### config.mk
export PLATFORM = sky130hd
export DESIGN_NAME = mip_param_regs
export DESIGN_NICKNAME = d
export VERILOG_FILES = /design/src/hw/mip_scale.v /design/src/hw/mip_motion.v /design/src/hw/mip_param_regs.v
export VERILOG_INCLUDE_DIRS = /design/src /design/src/hw
export SDC_FILE = /design/constraint.sdc
export NUM_CORES = 1
export LEC_CHECK = 0
export ABC_AREA = 1
export BUFFER_PORTS_ARGS = -buffer_cell sky130_fd_sc_hd__buf_2
export CAP_MARGIN = 40
export CORE_MARGIN = 2
export CORE_UTILIZATION = 59
export DETAILED_ROUTE_END_ITERATION = 10
export PLACE_DENSITY = 0.9
export SLEW_MARGIN = 20
export SYNTH_ARGS = -nofsm -noshare
export SYNTH_HDL_FRONTEND = slang
export SYNTH_SLANG_ARGS = --single-unit
export TNS_END_PERCENT = 50
### constraint.sdc
create_clock -name CLK -period 3.3 [get_ports CLK]
set_input_delay 0.825 -clock CLK [delete_from_list [all_inputs] [get_ports CLK]]
set_output_delay 0.825 -clock CLK [all_outputs]
set_load 0.005 [all_outputs]
### src/hw/mip_defs.vh
// Purpose: Shared constants of the motion-interrupt parameter bank.
// Assumes: Included by bare name before any module that uses it.
// Notes:   Register indexes are word indexes; byte address is four times the index.
`ifndef MIP_DEFS_VH
`define MIP_DEFS_VH
// Register indexes.
`define MIP_IDX_HYST    6'h24
`define MIP_IDX_HDLY    6'h25
`define MIP_IDX_HTHR    6'h26
`define MIP_IDX_DUR     6'h27
`define MIP_IDX_ATHR    6'h28
`define MIP_IDX_STHR    6'h29
`define MIP_IDX_TAP     6'h2A
`define MIP_IDX_CTRL    6'h10
`define MIP_IDX_STAT    6'h11
// Reset values.
`define MIP_RST_HYST    8'h81
`define MIP_RST_HDLY    8'h0F
`define MIP_RST_HTHR    8'hC0
`define MIP_RST_DUR     8'h00
`define MIP_RST_ATHR    8'h14
`define MIP_RST_STHR    8'h14
`define MIP_RST_TAP     8'h04
`define MIP_RST_CTRL    8'h00
// Writable-bit masks; reserved positions store and read zero.
`define MIP_MSK_HYST    8'hC7
`define MIP_MSK_TAP     8'hC7
`define MIP_MSK_CTRL    8'h07
// Field positions.
`define MIP_F_HHYST     7:6
`define MIP_F_LMODE     2
`define MIP_F_LHYST     1:0
`define MIP_F_SDUR      7:2
`define MIP_F_SCNT      3:2
`define MIP_F_ADUR      1:0
`define MIP_F_QUIET     7
`define MIP_F_SHOCK     6
`define MIP_F_TDUR      2:0
`define MIP_F_RANGE     1:0
`define MIP_F_SSEL      2
// Scale shifts in units of 1/256 g (3.90625 mg).
`define MIP_SH_SLOPE    3'h0
`define MIP_SH_HTHR     3'h1
`define MIP_SH_HYST     3'h5
// Timing figures.
`define MIP_HDLY_STEP_MS 10'h002
`define MIP_QUIET0_MS   7'h1E
`define MIP_QUIET1_MS   7'h14
`define MIP_SHOCK0_MS   7'h32
`define MIP_SHOCK1_MS   7'h4B
`define MIP_NM_OFS1     9'h014
`define MIP_NM_OFS2     9'h058
`define MIP_CLK_NS      8
`define MIP_SEC_NS      1000000000
// Bus response codes.
`define MIP_RESP_OKAY   2'h0
`define MIP_RESP_SLVERR 2'h2
`endif

### src/hw/mip_scale.v
// Purpose: Range-scaled thresholds and hysteresis for the motion detectors.
// Assumes: Same clock as the register bank; fields are stable register outputs.
// Notes:   Results are in units of 1/256 g so every step is a power of two.
`include "mip_defs.vh"
module mip_scale (
  // Clock and reset.
  input  wire        clk,
  input  wire        rstn,
  // Configuration fields.
  input  wire [1:0]  range_sel,
  input  wire [1:0]  highg_hysteresis,
  input  wire [1:0]  lowg_hysteresis,
  input  wire [7:0]  highg_threshold,
  input  wire [7:0]  anymotion_threshold,
  input  wire [7:0]  stillness_threshold,
  // Scaled results.
  output reg  [11:0] highg_thresh_out,
  output reg  [11:0] highg_hyst_out,
  output reg  [11:0] lowg_hyst_out,
  output reg  [11:0] any_thresh_out,
  output reg  [11:0] still_thresh_out
);
  // Field times a step of 2^base units, doubled for each larger range.
  function [11:0] scale;
    input [7:0] field;
    input [2:0] base;
    input [1:0] rng;
    reg   [19:0] wide;
    begin
      wide  = {12'h000, field} << ({1'b0, base} + {2'b00, rng});
      scale = wide[11:0];
    end
  endfunction

  // Registered so the downstream comparators see flip-flop outputs; a range change
  // lands one cycle later, well before the next sample strobe.
  always @(posedge clk) begin
    if (!rstn) begin
      highg_thresh_out <= 12'h000;
      highg_hyst_out   <= 12'h000;
      lowg_hyst_out    <= 12'h000;
      any_thresh_out   <= 12'h000;
      still_thresh_out <= 12'h000;
    end else begin
      highg_hyst_out   <= scale({6'h00, highg_hysteresis}, `MIP_SH_HYST, range_sel);  // see RULE1 RULE15
      lowg_hyst_out    <= scale({6'h00, lowg_hysteresis}, `MIP_SH_HYST, 2'h0);       // see RULE3
      highg_thresh_out <= scale(highg_threshold, `MIP_SH_HTHR, range_sel);          // see RULE5 RULE15
      any_thresh_out   <= scale(anymotion_threshold, `MIP_SH_SLOPE, range_sel);     // see RULE9
      still_thresh_out <= scale(stillness_threshold, `MIP_SH_SLOPE, range_sel);     // see RULE10
    end
  end
endmodule

### src/hw/mip_motion.v
// Purpose: Slope detector: consecutive-sample count or quiet-time trigger.
// Assumes: Sample strobe and one-second tick are single-cycle pulses on clk.
// Notes:   A strobe above threshold restarts the quiet timer even if a tick coincides.
module mip_motion (
  // Clock and reset.
  input  wire        clk,
  input  wire        rstn,
  // Sample path.
  input  wire        sample_strobe,
  input  wire [11:0] slope_mag,
  input  wire [11:0] thresh,
  // Mode and timing.
  input  wire [2:0]  need_cnt,
  input  wire        timed_mode,
  input  wire [8:0]  hold_sec,
  input  wire        sec_tick,
  // Results.
  output reg         trig,
  output reg         active
);
  wire       above = slope_mag > thresh;  // Sample exceeds the threshold.
  reg  [2:0] run_reg;                     // Consecutive samples above threshold.
  reg  [8:0] secs_reg;                    // Whole seconds without a sample above threshold.

  // Count or time the slope samples and pulse once when the condition is reached.
  always @(posedge clk) begin
    if (!rstn) begin
      run_reg  <= 3'h0;
      secs_reg <= 9'h000;
      trig     <= 1'b0;
      active   <= 1'b0;
    end else begin
      trig <= 1'b0;
      if (!timed_mode) begin
        // Count mode: trigger on the n-th consecutive sample above threshold.
        if (sample_strobe) begin
          if (above) begin
            if (run_reg != need_cnt) begin
              run_reg <= run_reg + 3'h1;
            end
            if (run_reg + 3'h1 == need_cnt) begin  // see RULE6 RULE8
              trig   <= 1'b1;
              active <= 1'b1;
            end
          end else begin
            run_reg <= 3'h0;
            active  <= 1'b0;
          end
        end
      end else begin
        // Timed mode: any sample above threshold restarts the quiet time.
        if (sample_strobe && above) begin
          secs_reg <= 9'h000;
          active   <= 1'b0;
        end else if (sec_tick && secs_reg != hold_sec) begin
          secs_reg <= secs_reg + 9'h001;
          if (secs_reg + 9'h001 == hold_sec) begin  // see RULE7
            trig   <= 1'b1;
            active <= 1'b1;
          end
        end
      end
    end
  end
endmodule

### src/hw/mip_param_regs.v
// Purpose: AXI4-Lite register bank steering the motion-interrupt engines.
// Assumes: Slope samples come from logic on CLK, so they need no synchroniser.
// Notes:   Thresholds leave in units of 1/256 g; times leave in ms or seconds.
//
// What this block does
// RULE1: High-g hysteresis step 125 mg, doubling per range.
// RULE2: Low-g mode bit selects per-axis or summed evaluation.
// RULE3: Low-g hysteresis step 125 mg in every range.
// RULE4: High-g delay is (field plus one) times 2 ms.
// RULE5: High-g threshold step 7.81 mg, doubling per range.
// RULE6: Slow-motion needs (duration low bits plus one) samples.
// RULE7: No-motion waits a coded number of seconds.
// RULE8: Any-motion needs (count plus one) consecutive samples.
// RULE9: Any-motion threshold step 3.91 mg, doubling per range.
// RULE10: Stillness threshold scaled like the any-motion threshold.
// RULE11: Tap quiet is 30 ms or 20 ms.
// RULE12: Tap shock is 50 ms or 75 ms.
// RULE13: Double-tap window coded from 50 to 700 ms.
// RULE14: Software writes zero to reserved bits.
// RULE15: Scaling follows the currently selected acceleration range.
`include "mip_defs.vh"
module mip_param_regs #(
  parameter         ADDR_W     = 8,
  parameter [31:0]  SEC_CYCLES = `MIP_SEC_NS / `MIP_CLK_NS
) (
  // Clock and reset.
  input  wire              CLK,
  input  wire              RSTN,
  // AXI4-Lite write address and data.
  input  wire [ADDR_W-1:0] AWADDR,
  input  wire              AWVALID,
  output wire              AWREADY,
  input  wire [31:0]       WDATA,
  input  wire [3:0]        WSTRB,
  input  wire              WVALID,
  output wire              WREADY,
  // AXI4-Lite write response.
  output reg  [1:0]        BRESP,
  output reg               BVALID,
  input  wire              BREADY,
  // AXI4-Lite read.
  input  wire [ADDR_W-1:0] ARADDR,
  input  wire              ARVALID,
  output wire              ARREADY,
  output reg  [31:0]       RDATA,
  output reg  [1:0]        RRESP,
  output reg               RVALID,
  input  wire              RREADY,
  // Slope sample stream.
  input  wire              SAMPLE_STROBE,
  input  wire [11:0]       SLOPE_MAG,
  // High-g and low-g settings.
  output wire [11:0]       HIGHG_THRESH,
  output wire [11:0]       HIGHG_HYST,
  output reg  [9:0]        HIGHG_DELAY_MS,
  output wire [11:0]       LOWG_HYST,
  output reg               LOWG_SUM_MODE,
  // Motion settings and events.
  output wire [11:0]       ANYMOTION_THRESH,
  output wire [11:0]       STILLNESS_THRESH,
  output reg  [8:0]        NOMOTION_SEC,
  output wire              ANYMOTION_TRIG,
  output wire              STILLNESS_TRIG,
  // Tap timing.
  output reg  [6:0]        TAP_QUIET_MS,
  output reg  [6:0]        TAP_SHOCK_MS,
  output reg  [9:0]        DTAP_WINDOW_MS
);
  // Configuration registers.
  reg  [7:0]        motion_hysteresis_cfg_reg;    // High-g and low-g hysteresis, low-g mode.
  reg  [7:0]        highg_delay_cfg_reg;          // High-g trigger delay.
  reg  [7:0]        highg_threshold_cfg_reg;      // High-g threshold.
  reg  [7:0]        anymotion_duration_cfg_reg;   // Stillness duration and any-motion count.
  reg  [7:0]        anymotion_threshold_cfg_reg;  // Any-motion threshold.
  reg  [7:0]        stillness_threshold_cfg_reg;  // Stillness threshold.
  reg  [7:0]        knock_timing_cfg_reg;         // Tap quiet, shock and window.
  reg  [7:0]        ctrl_reg;                     // Range select and stillness mode.
  // Write channel holding state.
  reg               aw_full_reg;                  // Write address taken, waiting for data.
  reg  [ADDR_W-1:0] aw_addr_reg;                  // Held write address.
  reg               w_full_reg;                   // Write data taken, waiting for address.
  reg  [7:0]        w_data_reg;                   // Held low data byte.
  reg               w_strb_reg;                   // Held lane-0 strobe.
  // One-second divider.
  reg  [31:0]       sec_cnt_reg;                  // Cycle count within the current second.
  reg               sec_tick_reg;                 // One-cycle pulse per second.
  // Detector levels for the status register.
  wire              any_active;                   // Any-motion condition holds.
  wire              still_active;                 // Stillness condition holds.

  // Word index of a byte address; the two low bits are ignored for aligned words.
  function [5:0] word_idx;
    input [ADDR_W-1:0] addr;
    begin
      word_idx = addr[7:2];
    end
  endfunction

  // True when the index names a register of this bank.
  function mapped;
    input [5:0] idx;
    begin
      mapped = (idx >= `MIP_IDX_HYST && idx <= `MIP_IDX_TAP) ||
               idx == `MIP_IDX_CTRL || idx == `MIP_IDX_STAT;
    end
  endfunction

  // Double-tap second-shock window in ms.
  function [9:0] tap_window;
    input [2:0] code;
    begin
      case (code)
        3'h0:    tap_window = 10'h032;
        3'h1:    tap_window = 10'h064;
        3'h2:    tap_window = 10'h096;
        3'h3:    tap_window = 10'h0C8;
        3'h4:    tap_window = 10'h0FA;
        3'h5:    tap_window = 10'h177;
        3'h6:    tap_window = 10'h1F4;
        default: tap_window = 10'h2BC;
      endcase
    end
  endfunction

  // No-motion quiet time in seconds from the six-bit duration field.
  function [8:0] nomo_sec;
    input [5:0] dur;
    begin
      if (dur[5]) begin
        nomo_sec = {1'b0, dur[4:0], 3'h0} + `MIP_NM_OFS2;
      end else if (dur[4]) begin
        nomo_sec = {3'h0, dur[3:0], 2'h0} + `MIP_NM_OFS1;
      end else begin
        nomo_sec = {5'h00, dur[3:0]} + 9'h001;
      end
    end
  endfunction

  // A write request is accepted only while the write response is not pending; a read only while no read data is pending.
  assign AWREADY = !aw_full_reg && !BVALID;
  assign WREADY  = !w_full_reg && !BVALID;
  assign ARREADY = !RVALID;

  // Address and data may arrive in either order or together.
  wire              aw_take = AWVALID && AWREADY;
  wire              w_take  = WVALID && WREADY;
  wire              aw_have = aw_full_reg || aw_take;
  wire              w_have  = w_full_reg || w_take;
  wire              wr_fire = aw_have && w_have;
  wire [ADDR_W-1:0] wr_addr = aw_full_reg ? aw_addr_reg : AWADDR;
  wire [7:0]        wr_data = w_full_reg ? w_data_reg : WDATA[7:0];
  wire              wr_lane = w_full_reg ? w_strb_reg : WSTRB[0];
  wire [5:0]        wr_idx  = word_idx(wr_addr);

  // Hold whichever half of a write arrives first until the other joins it.
  always @(posedge CLK) begin
    if (!RSTN) begin
      aw_full_reg <= 1'b0;
      aw_addr_reg <= {ADDR_W{1'b0}};
      w_full_reg  <= 1'b0;
      w_data_reg  <= 8'h00;
      w_strb_reg  <= 1'b0;
    end else begin
      if (wr_fire) begin
        aw_full_reg <= 1'b0;
        w_full_reg  <= 1'b0;
      end else begin
        if (aw_take) begin
          aw_full_reg <= 1'b1;
          aw_addr_reg <= AWADDR;
        end
        if (w_take) begin
          w_full_reg <= 1'b1;
          w_data_reg <= WDATA[7:0];
          w_strb_reg <= WSTRB[0];
        end
      end
    end
  end

  // Register writes; reserved bits are masked so they always read back as zero.
  always @(posedge CLK) begin
    if (!RSTN) begin
      motion_hysteresis_cfg_reg   <= `MIP_RST_HYST;
      highg_delay_cfg_reg         <= `MIP_RST_HDLY;
      highg_threshold_cfg_reg     <= `MIP_RST_HTHR;
      anymotion_duration_cfg_reg  <= `MIP_RST_DUR;
      anymotion_threshold_cfg_reg <= `MIP_RST_ATHR;
      stillness_threshold_cfg_reg <= `MIP_RST_STHR;
      knock_timing_cfg_reg        <= `MIP_RST_TAP;
      ctrl_reg                    <= `MIP_RST_CTRL;
    end else if (wr_fire && wr_lane) begin
      case (wr_idx)
        `MIP_IDX_HYST: motion_hysteresis_cfg_reg   <= wr_data & `MIP_MSK_HYST;  // see RULE14
        `MIP_IDX_HDLY: highg_delay_cfg_reg         <= wr_data;
        `MIP_IDX_HTHR: highg_threshold_cfg_reg     <= wr_data;
        `MIP_IDX_DUR:  anymotion_duration_cfg_reg  <= wr_data;
        `MIP_IDX_ATHR: anymotion_threshold_cfg_reg <= wr_data;
        `MIP_IDX_STHR: stillness_threshold_cfg_reg <= wr_data;
        `MIP_IDX_TAP:  knock_timing_cfg_reg        <= wr_data & `MIP_MSK_TAP;   // see RULE14
        `MIP_IDX_CTRL: ctrl_reg                    <= wr_data & `MIP_MSK_CTRL;
        default: begin
          // Unmapped and read-only indexes store nothing.
        end
      endcase
    end
  end

  // Write response one cycle after both halves are in; held until BREADY.
  always @(posedge CLK) begin
    if (!RSTN) begin
      BVALID <= 1'b0;
      BRESP  <= `MIP_RESP_OKAY;
    end else if (wr_fire) begin
      BVALID <= 1'b1;
      BRESP  <= mapped(wr_idx) && wr_idx != `MIP_IDX_STAT ? `MIP_RESP_OKAY : `MIP_RESP_SLVERR;
    end else if (BVALID && BREADY) begin
      BVALID <= 1'b0;
    end
  end

  // Read mux over the bank; narrow registers sit in the low byte.
  reg [7:0] rd_byte;
  always @* begin
    rd_byte = 8'h00;
    case (word_idx(ARADDR))
      `MIP_IDX_HYST: rd_byte = motion_hysteresis_cfg_reg;
      `MIP_IDX_HDLY: rd_byte = highg_delay_cfg_reg;
      `MIP_IDX_HTHR: rd_byte = highg_threshold_cfg_reg;
      `MIP_IDX_DUR:  rd_byte = anymotion_duration_cfg_reg;
      `MIP_IDX_ATHR: rd_byte = anymotion_threshold_cfg_reg;
      `MIP_IDX_STHR: rd_byte = stillness_threshold_cfg_reg;
      `MIP_IDX_TAP:  rd_byte = knock_timing_cfg_reg;
      `MIP_IDX_CTRL: rd_byte = ctrl_reg;
      `MIP_IDX_STAT: rd_byte = {6'h00, still_active, any_active};
      default:       rd_byte = 8'h00;
    endcase
  end

  // Read data one cycle after the address is taken; held until RREADY.
  always @(posedge CLK) begin
    if (!RSTN) begin
      RVALID <= 1'b0;
      RDATA  <= 32'h0000_0000;
      RRESP  <= `MIP_RESP_OKAY;
    end else if (ARVALID && ARREADY) begin
      RVALID <= 1'b1;
      RDATA  <= {24'h000000, rd_byte};
      RRESP  <= mapped(word_idx(ARADDR)) ? `MIP_RESP_OKAY : `MIP_RESP_SLVERR;
    end else if (RVALID && RREADY) begin
      RVALID <= 1'b0;
    end
  end

  // Decoded timing figures, registered so every data output leaves a flip-flop.
  always @(posedge CLK) begin
    if (!RSTN) begin
      HIGHG_DELAY_MS <= 10'h000;
      LOWG_SUM_MODE  <= 1'b0;
      NOMOTION_SEC   <= 9'h000;
      TAP_QUIET_MS   <= 7'h00;
      TAP_SHOCK_MS   <= 7'h00;
      DTAP_WINDOW_MS <= 10'h000;
    end else begin
      HIGHG_DELAY_MS <= ({2'h0, highg_delay_cfg_reg} + 10'h001) * `MIP_HDLY_STEP_MS;  // see RULE4
      LOWG_SUM_MODE  <= motion_hysteresis_cfg_reg[`MIP_F_LMODE];                     // see RULE2
      NOMOTION_SEC   <= nomo_sec(anymotion_duration_cfg_reg[`MIP_F_SDUR]);           // see RULE7
      TAP_QUIET_MS   <= knock_timing_cfg_reg[`MIP_F_QUIET] ? `MIP_QUIET1_MS : `MIP_QUIET0_MS;  // see RULE11
      TAP_SHOCK_MS   <= knock_timing_cfg_reg[`MIP_F_SHOCK] ? `MIP_SHOCK1_MS : `MIP_SHOCK0_MS;  // see RULE12
      DTAP_WINDOW_MS <= tap_window(knock_timing_cfg_reg[`MIP_F_TDUR]);               // see RULE13
    end
  end

  // One-second tick for the no-motion timer; shorten SEC_CYCLES in simulation.
  always @(posedge CLK) begin
    if (!RSTN) begin
      sec_cnt_reg  <= 32'h0000_0000;
      sec_tick_reg <= 1'b0;
    end else if (sec_cnt_reg == SEC_CYCLES - 32'h0000_0001) begin
      sec_cnt_reg  <= 32'h0000_0000;
      sec_tick_reg <= 1'b1;
    end else begin
      sec_cnt_reg  <= sec_cnt_reg + 32'h0000_0001;
      sec_tick_reg <= 1'b0;
    end
  end

  // Thresholds and high-g hysteresis follow the range field one cycle later; low-g hysteresis ignores it.
  mip_scale u_scale (
    .clk                 (CLK),
    .rstn                (RSTN),
    .range_sel           (ctrl_reg[`MIP_F_RANGE]),
    .highg_hysteresis    (motion_hysteresis_cfg_reg[`MIP_F_HHYST]),
    .lowg_hysteresis     (motion_hysteresis_cfg_reg[`MIP_F_LHYST]),
    .highg_threshold     (highg_threshold_cfg_reg),
    .anymotion_threshold (anymotion_threshold_cfg_reg),
    .stillness_threshold (stillness_threshold_cfg_reg),
    .highg_thresh_out    (HIGHG_THRESH),
    .highg_hyst_out      (HIGHG_HYST),
    .lowg_hyst_out       (LOWG_HYST),
    .any_thresh_out      (ANYMOTION_THRESH),
    .still_thresh_out    (STILLNESS_THRESH)
  );

  // Any-motion is always a sample count; it never uses the second tick.
  mip_motion u_any (
    .clk           (CLK),
    .rstn          (RSTN),
    .sample_strobe (SAMPLE_STROBE),
    .slope_mag     (SLOPE_MAG),
    .thresh        (ANYMOTION_THRESH),
    .need_cnt      ({1'b0, anymotion_duration_cfg_reg[`MIP_F_ADUR]} + 3'h1),  // see RULE8
    .timed_mode    (1'b0),
    .hold_sec      (9'h000),
    .sec_tick      (1'b0),
    .trig          (ANYMOTION_TRIG),
    .active        (any_active)
  );

  // Stillness counts samples in slow-motion mode, or times quiet in no-motion mode.
  mip_motion u_still (
    .clk           (CLK),
    .rstn          (RSTN),
    .sample_strobe (SAMPLE_STROBE),
    .slope_mag     (SLOPE_MAG),
    .thresh        (STILLNESS_THRESH),
    .need_cnt      ({1'b0, anymotion_duration_cfg_reg[`MIP_F_SCNT]} + 3'h1),  // see RULE6
    .timed_mode    (ctrl_reg[`MIP_F_SSEL]),                                 // see RULE7
    .hold_sec      (NOMOTION_SEC),
    .sec_tick      (sec_tick_reg),
    .trig          (STILLNESS_TRIG),
    .active        (still_active)
  );
endmodule

==> flow_summary.json <==
{
  "drv_cap": 0,
  "post-route-min-period_ps": 2468,
  "vias": 9870,
  "fin_skew_ps": 17.05,
  "synth-seq-area-share_pct": 41.53,
  "grt_overflow": 0,
  "synth_area_um2": 10360,
  "cts_buffers": 23,
  "grt_first_pass_wirelength_mm": 40.88,
  "worstMarginPinSlew_ps": 870.2,
  "synth-edff-count": 0,
  "crit_arrival_ps": 2880,
  "core_um2": 17240,
  "drtIter0Drc": 894,
  "layout-drive-gt1-share_pct": 14.35,
  "drc": 0,
  "cts-resized-gates": 0,
  "clkTransAtPathRegs_ps": 60,
  "largest_reg_flops": 32,
  "dieWidth_um": 136.5,
  "setup_tns_ps": 0,
  "final_cell_mix": "nand2_1 (279), dfxtp_1 (215), inv_1 (179)",
  "rsz0062_at_grt": "no",
  "cts_tree": "yes",
  "fin_ws_ps": 832.5,
  "async_flop_share_pct": 0,
  "die_y_um": 136.5,
  "ioPinCount": 219,
  "clk_latency_ps": 520,
  "synth-xor-area-share_pct": 1.859,
  "post_cts_buffers": 0,
  "antenna_found_initial": 0,
  "io_buffer_count": 144,
  "startpoint_type": "flip-flop",
  "synthAdderAreaFrac_pct": 3.743,
  "ys_types": 51,
  "clock-sinks": 215,
  "netlist_instances": 1442,
  "cts_hold_buf": 0,
  "gp_congestion": 0.9512,
  "cts_max_level": 1,
  "ant_nets": 0,
  "status": "finished clean",
  "routed_wl_mm": 26.03,
  "cp-end-kind": "flip-flop",
  "min_path_type": "reg2reg",
  "startpoint": "aw_full_reg",
  "root_buffer": "clkbuf_16",
  "ys_warn_count": 0,
  "rr_startpoint": "aw_full_reg",
  "worstHoldStart": "aw_addr_reg[4]",
  "rows": 48,
  "hold_viol_final": 0,
  "via_per_inst": 5.408,
  "hold_ws_ps": 450.6,
  "die_area_um2": 18640,
  "cp_data_required_time_ps": 3710,
  "num-nets-final": 1683,
  "drt_pass1_iterations": 6,
  "finalCritPeriodShare_pct": 74.77,
  "fmax_ghz": 0.4053,
  "synth_top_family_by_area": "simple AND/OR/NAND/NOR gates",
  "power_density_nw_per_um2": 495.9,
  "muxShareOfSynthArea_pct": 0.2898,
  "nFillCells": 1404,
  "clock_path_buffers": 3,
  "place_ws_ps": 713.9,
  "critical_path_peak_fanout": 13,
  "synth-simple-area-share_pct": 24.76,
  "drt-wirelength-per-cell_um": 14.26,
  "syn_area_per_cell_um2": 7.187,
  "synth_compound_area_share_pct": 15.78,
  "grt_max_degree": 58,
  "worst-setup-path-type": "reg2reg",
  "syn_to_final_growth_pct": 14.36,
  "gr-usage-all-layers_pct": 27.16,
  "report.final.slew_viol_count": 0,
  "initial_utilization_pct": 60.13,
  "final_common_cell": "nand2_1",
  "setup_viol": 0,
  "synth-seq-cells": 215,
  "grt_pass1_vias": 8835,
  "ys.flop_type": "dfxtp_1",
  "dp_hpwl_mm": 19.36,
  "vdd_ir_drop_max_v": 0.0004022,
  "power_leakage_nw": 5.340,
  "slew_headroom_pct": 41.37
}
worst max-delay path, stage by stage, from the launching register on:
cell,delay (ps)
dfxtp_1,580
inv_2,140
or2_1,240
o21ai_2,90
inv_2,80
nor2_1,240
nand3_1,480
clkinv_1,240
nor2_1,60
a211oi_1,210
cell usage after synthesis (15+ instances only):
master,count,area (um2)
nand3_1,59,295.3
nand4_1,23,143.9
nor2_1,150,563.0
dfxtp_1,215,4304
ha_1,31,387.9
clkbuf_1,29,108.9
o21ai_0,123,615.6
o22ai_1,32,200.2
a21oi_1,125,625.6
xor2_1,15,131.4
nand2_1,279,1047
buf_4,52,390.4
nor3_1,31,155.2
inv_1,179,671.9
final timing paths:
check                                                      end  slack, ps  depth (start not counted)
worst max-delay path            anymotion_threshold_cfg_reg[7]        830                          9
worst min register to register                  aw_addr_reg[4]        450                          2
worst min-delay path                            aw_addr_reg[4]        450                          2
worst max register to register  anymotion_threshold_cfg_reg[7]        830                          9
routing by layer:
metal,track usage (%),vias to the layer above,routed length [um]
met3,4.000,66,1976
met1,33.92,4478,10570
met4,10.07,0,821
met5,0,-,0
met2,47.42,423,12660
li1,-,4903,-
kinds of logic after synthesis:
| family | count (synthesis) |
|---|---|
| buf+inv | 274 |
| other cells | 1 |
| mux | 3 |
| simple gates | 591 |
| xor+xnor | 22 |
| flops | 215 |
| compound gates | 305 |
| fa+ha+maj | 31 |
stage by stage:
step | area, um2 | power, mW | cells | utilization (%)
global route | 11840 | 6.080 | 1821 | 68.70
finish | 11850 | 5.877 | 1825 | 68.76
floorplan | 10540 | 3.196 | 1488 | -
detailed placement | 11070 | 3.350 | 1780 | 64.23
global placement | 11070 | 3.327 | 1780 | 64.23
CTS | 11840 | 5.899 | 1821 | 68.70
where the power goes:
part	switching [mW]	leakage [nW]	internal, mW
logic	0.376	3.22	0.194
clock network	1.05	0.376	1.52
registers	0.0585	1.75	2.68
total	1.48	5.34	4.40
final cells by class:
cell class	count	area [um2]	area share (%)
multi-input combinational	999	4989	42.09
sequential	215	4304	36.32
timing repair buffer	154	795.8	6.715
inverter	187	701.9	5.923
clock buffer	32	679.4	5.733
tap	225	281.5	2.375
clock inverter	9	90.09	0.7601
antenna	4	10.01	0.08446
No activity file was read; power rests on OpenSTA's default activity.
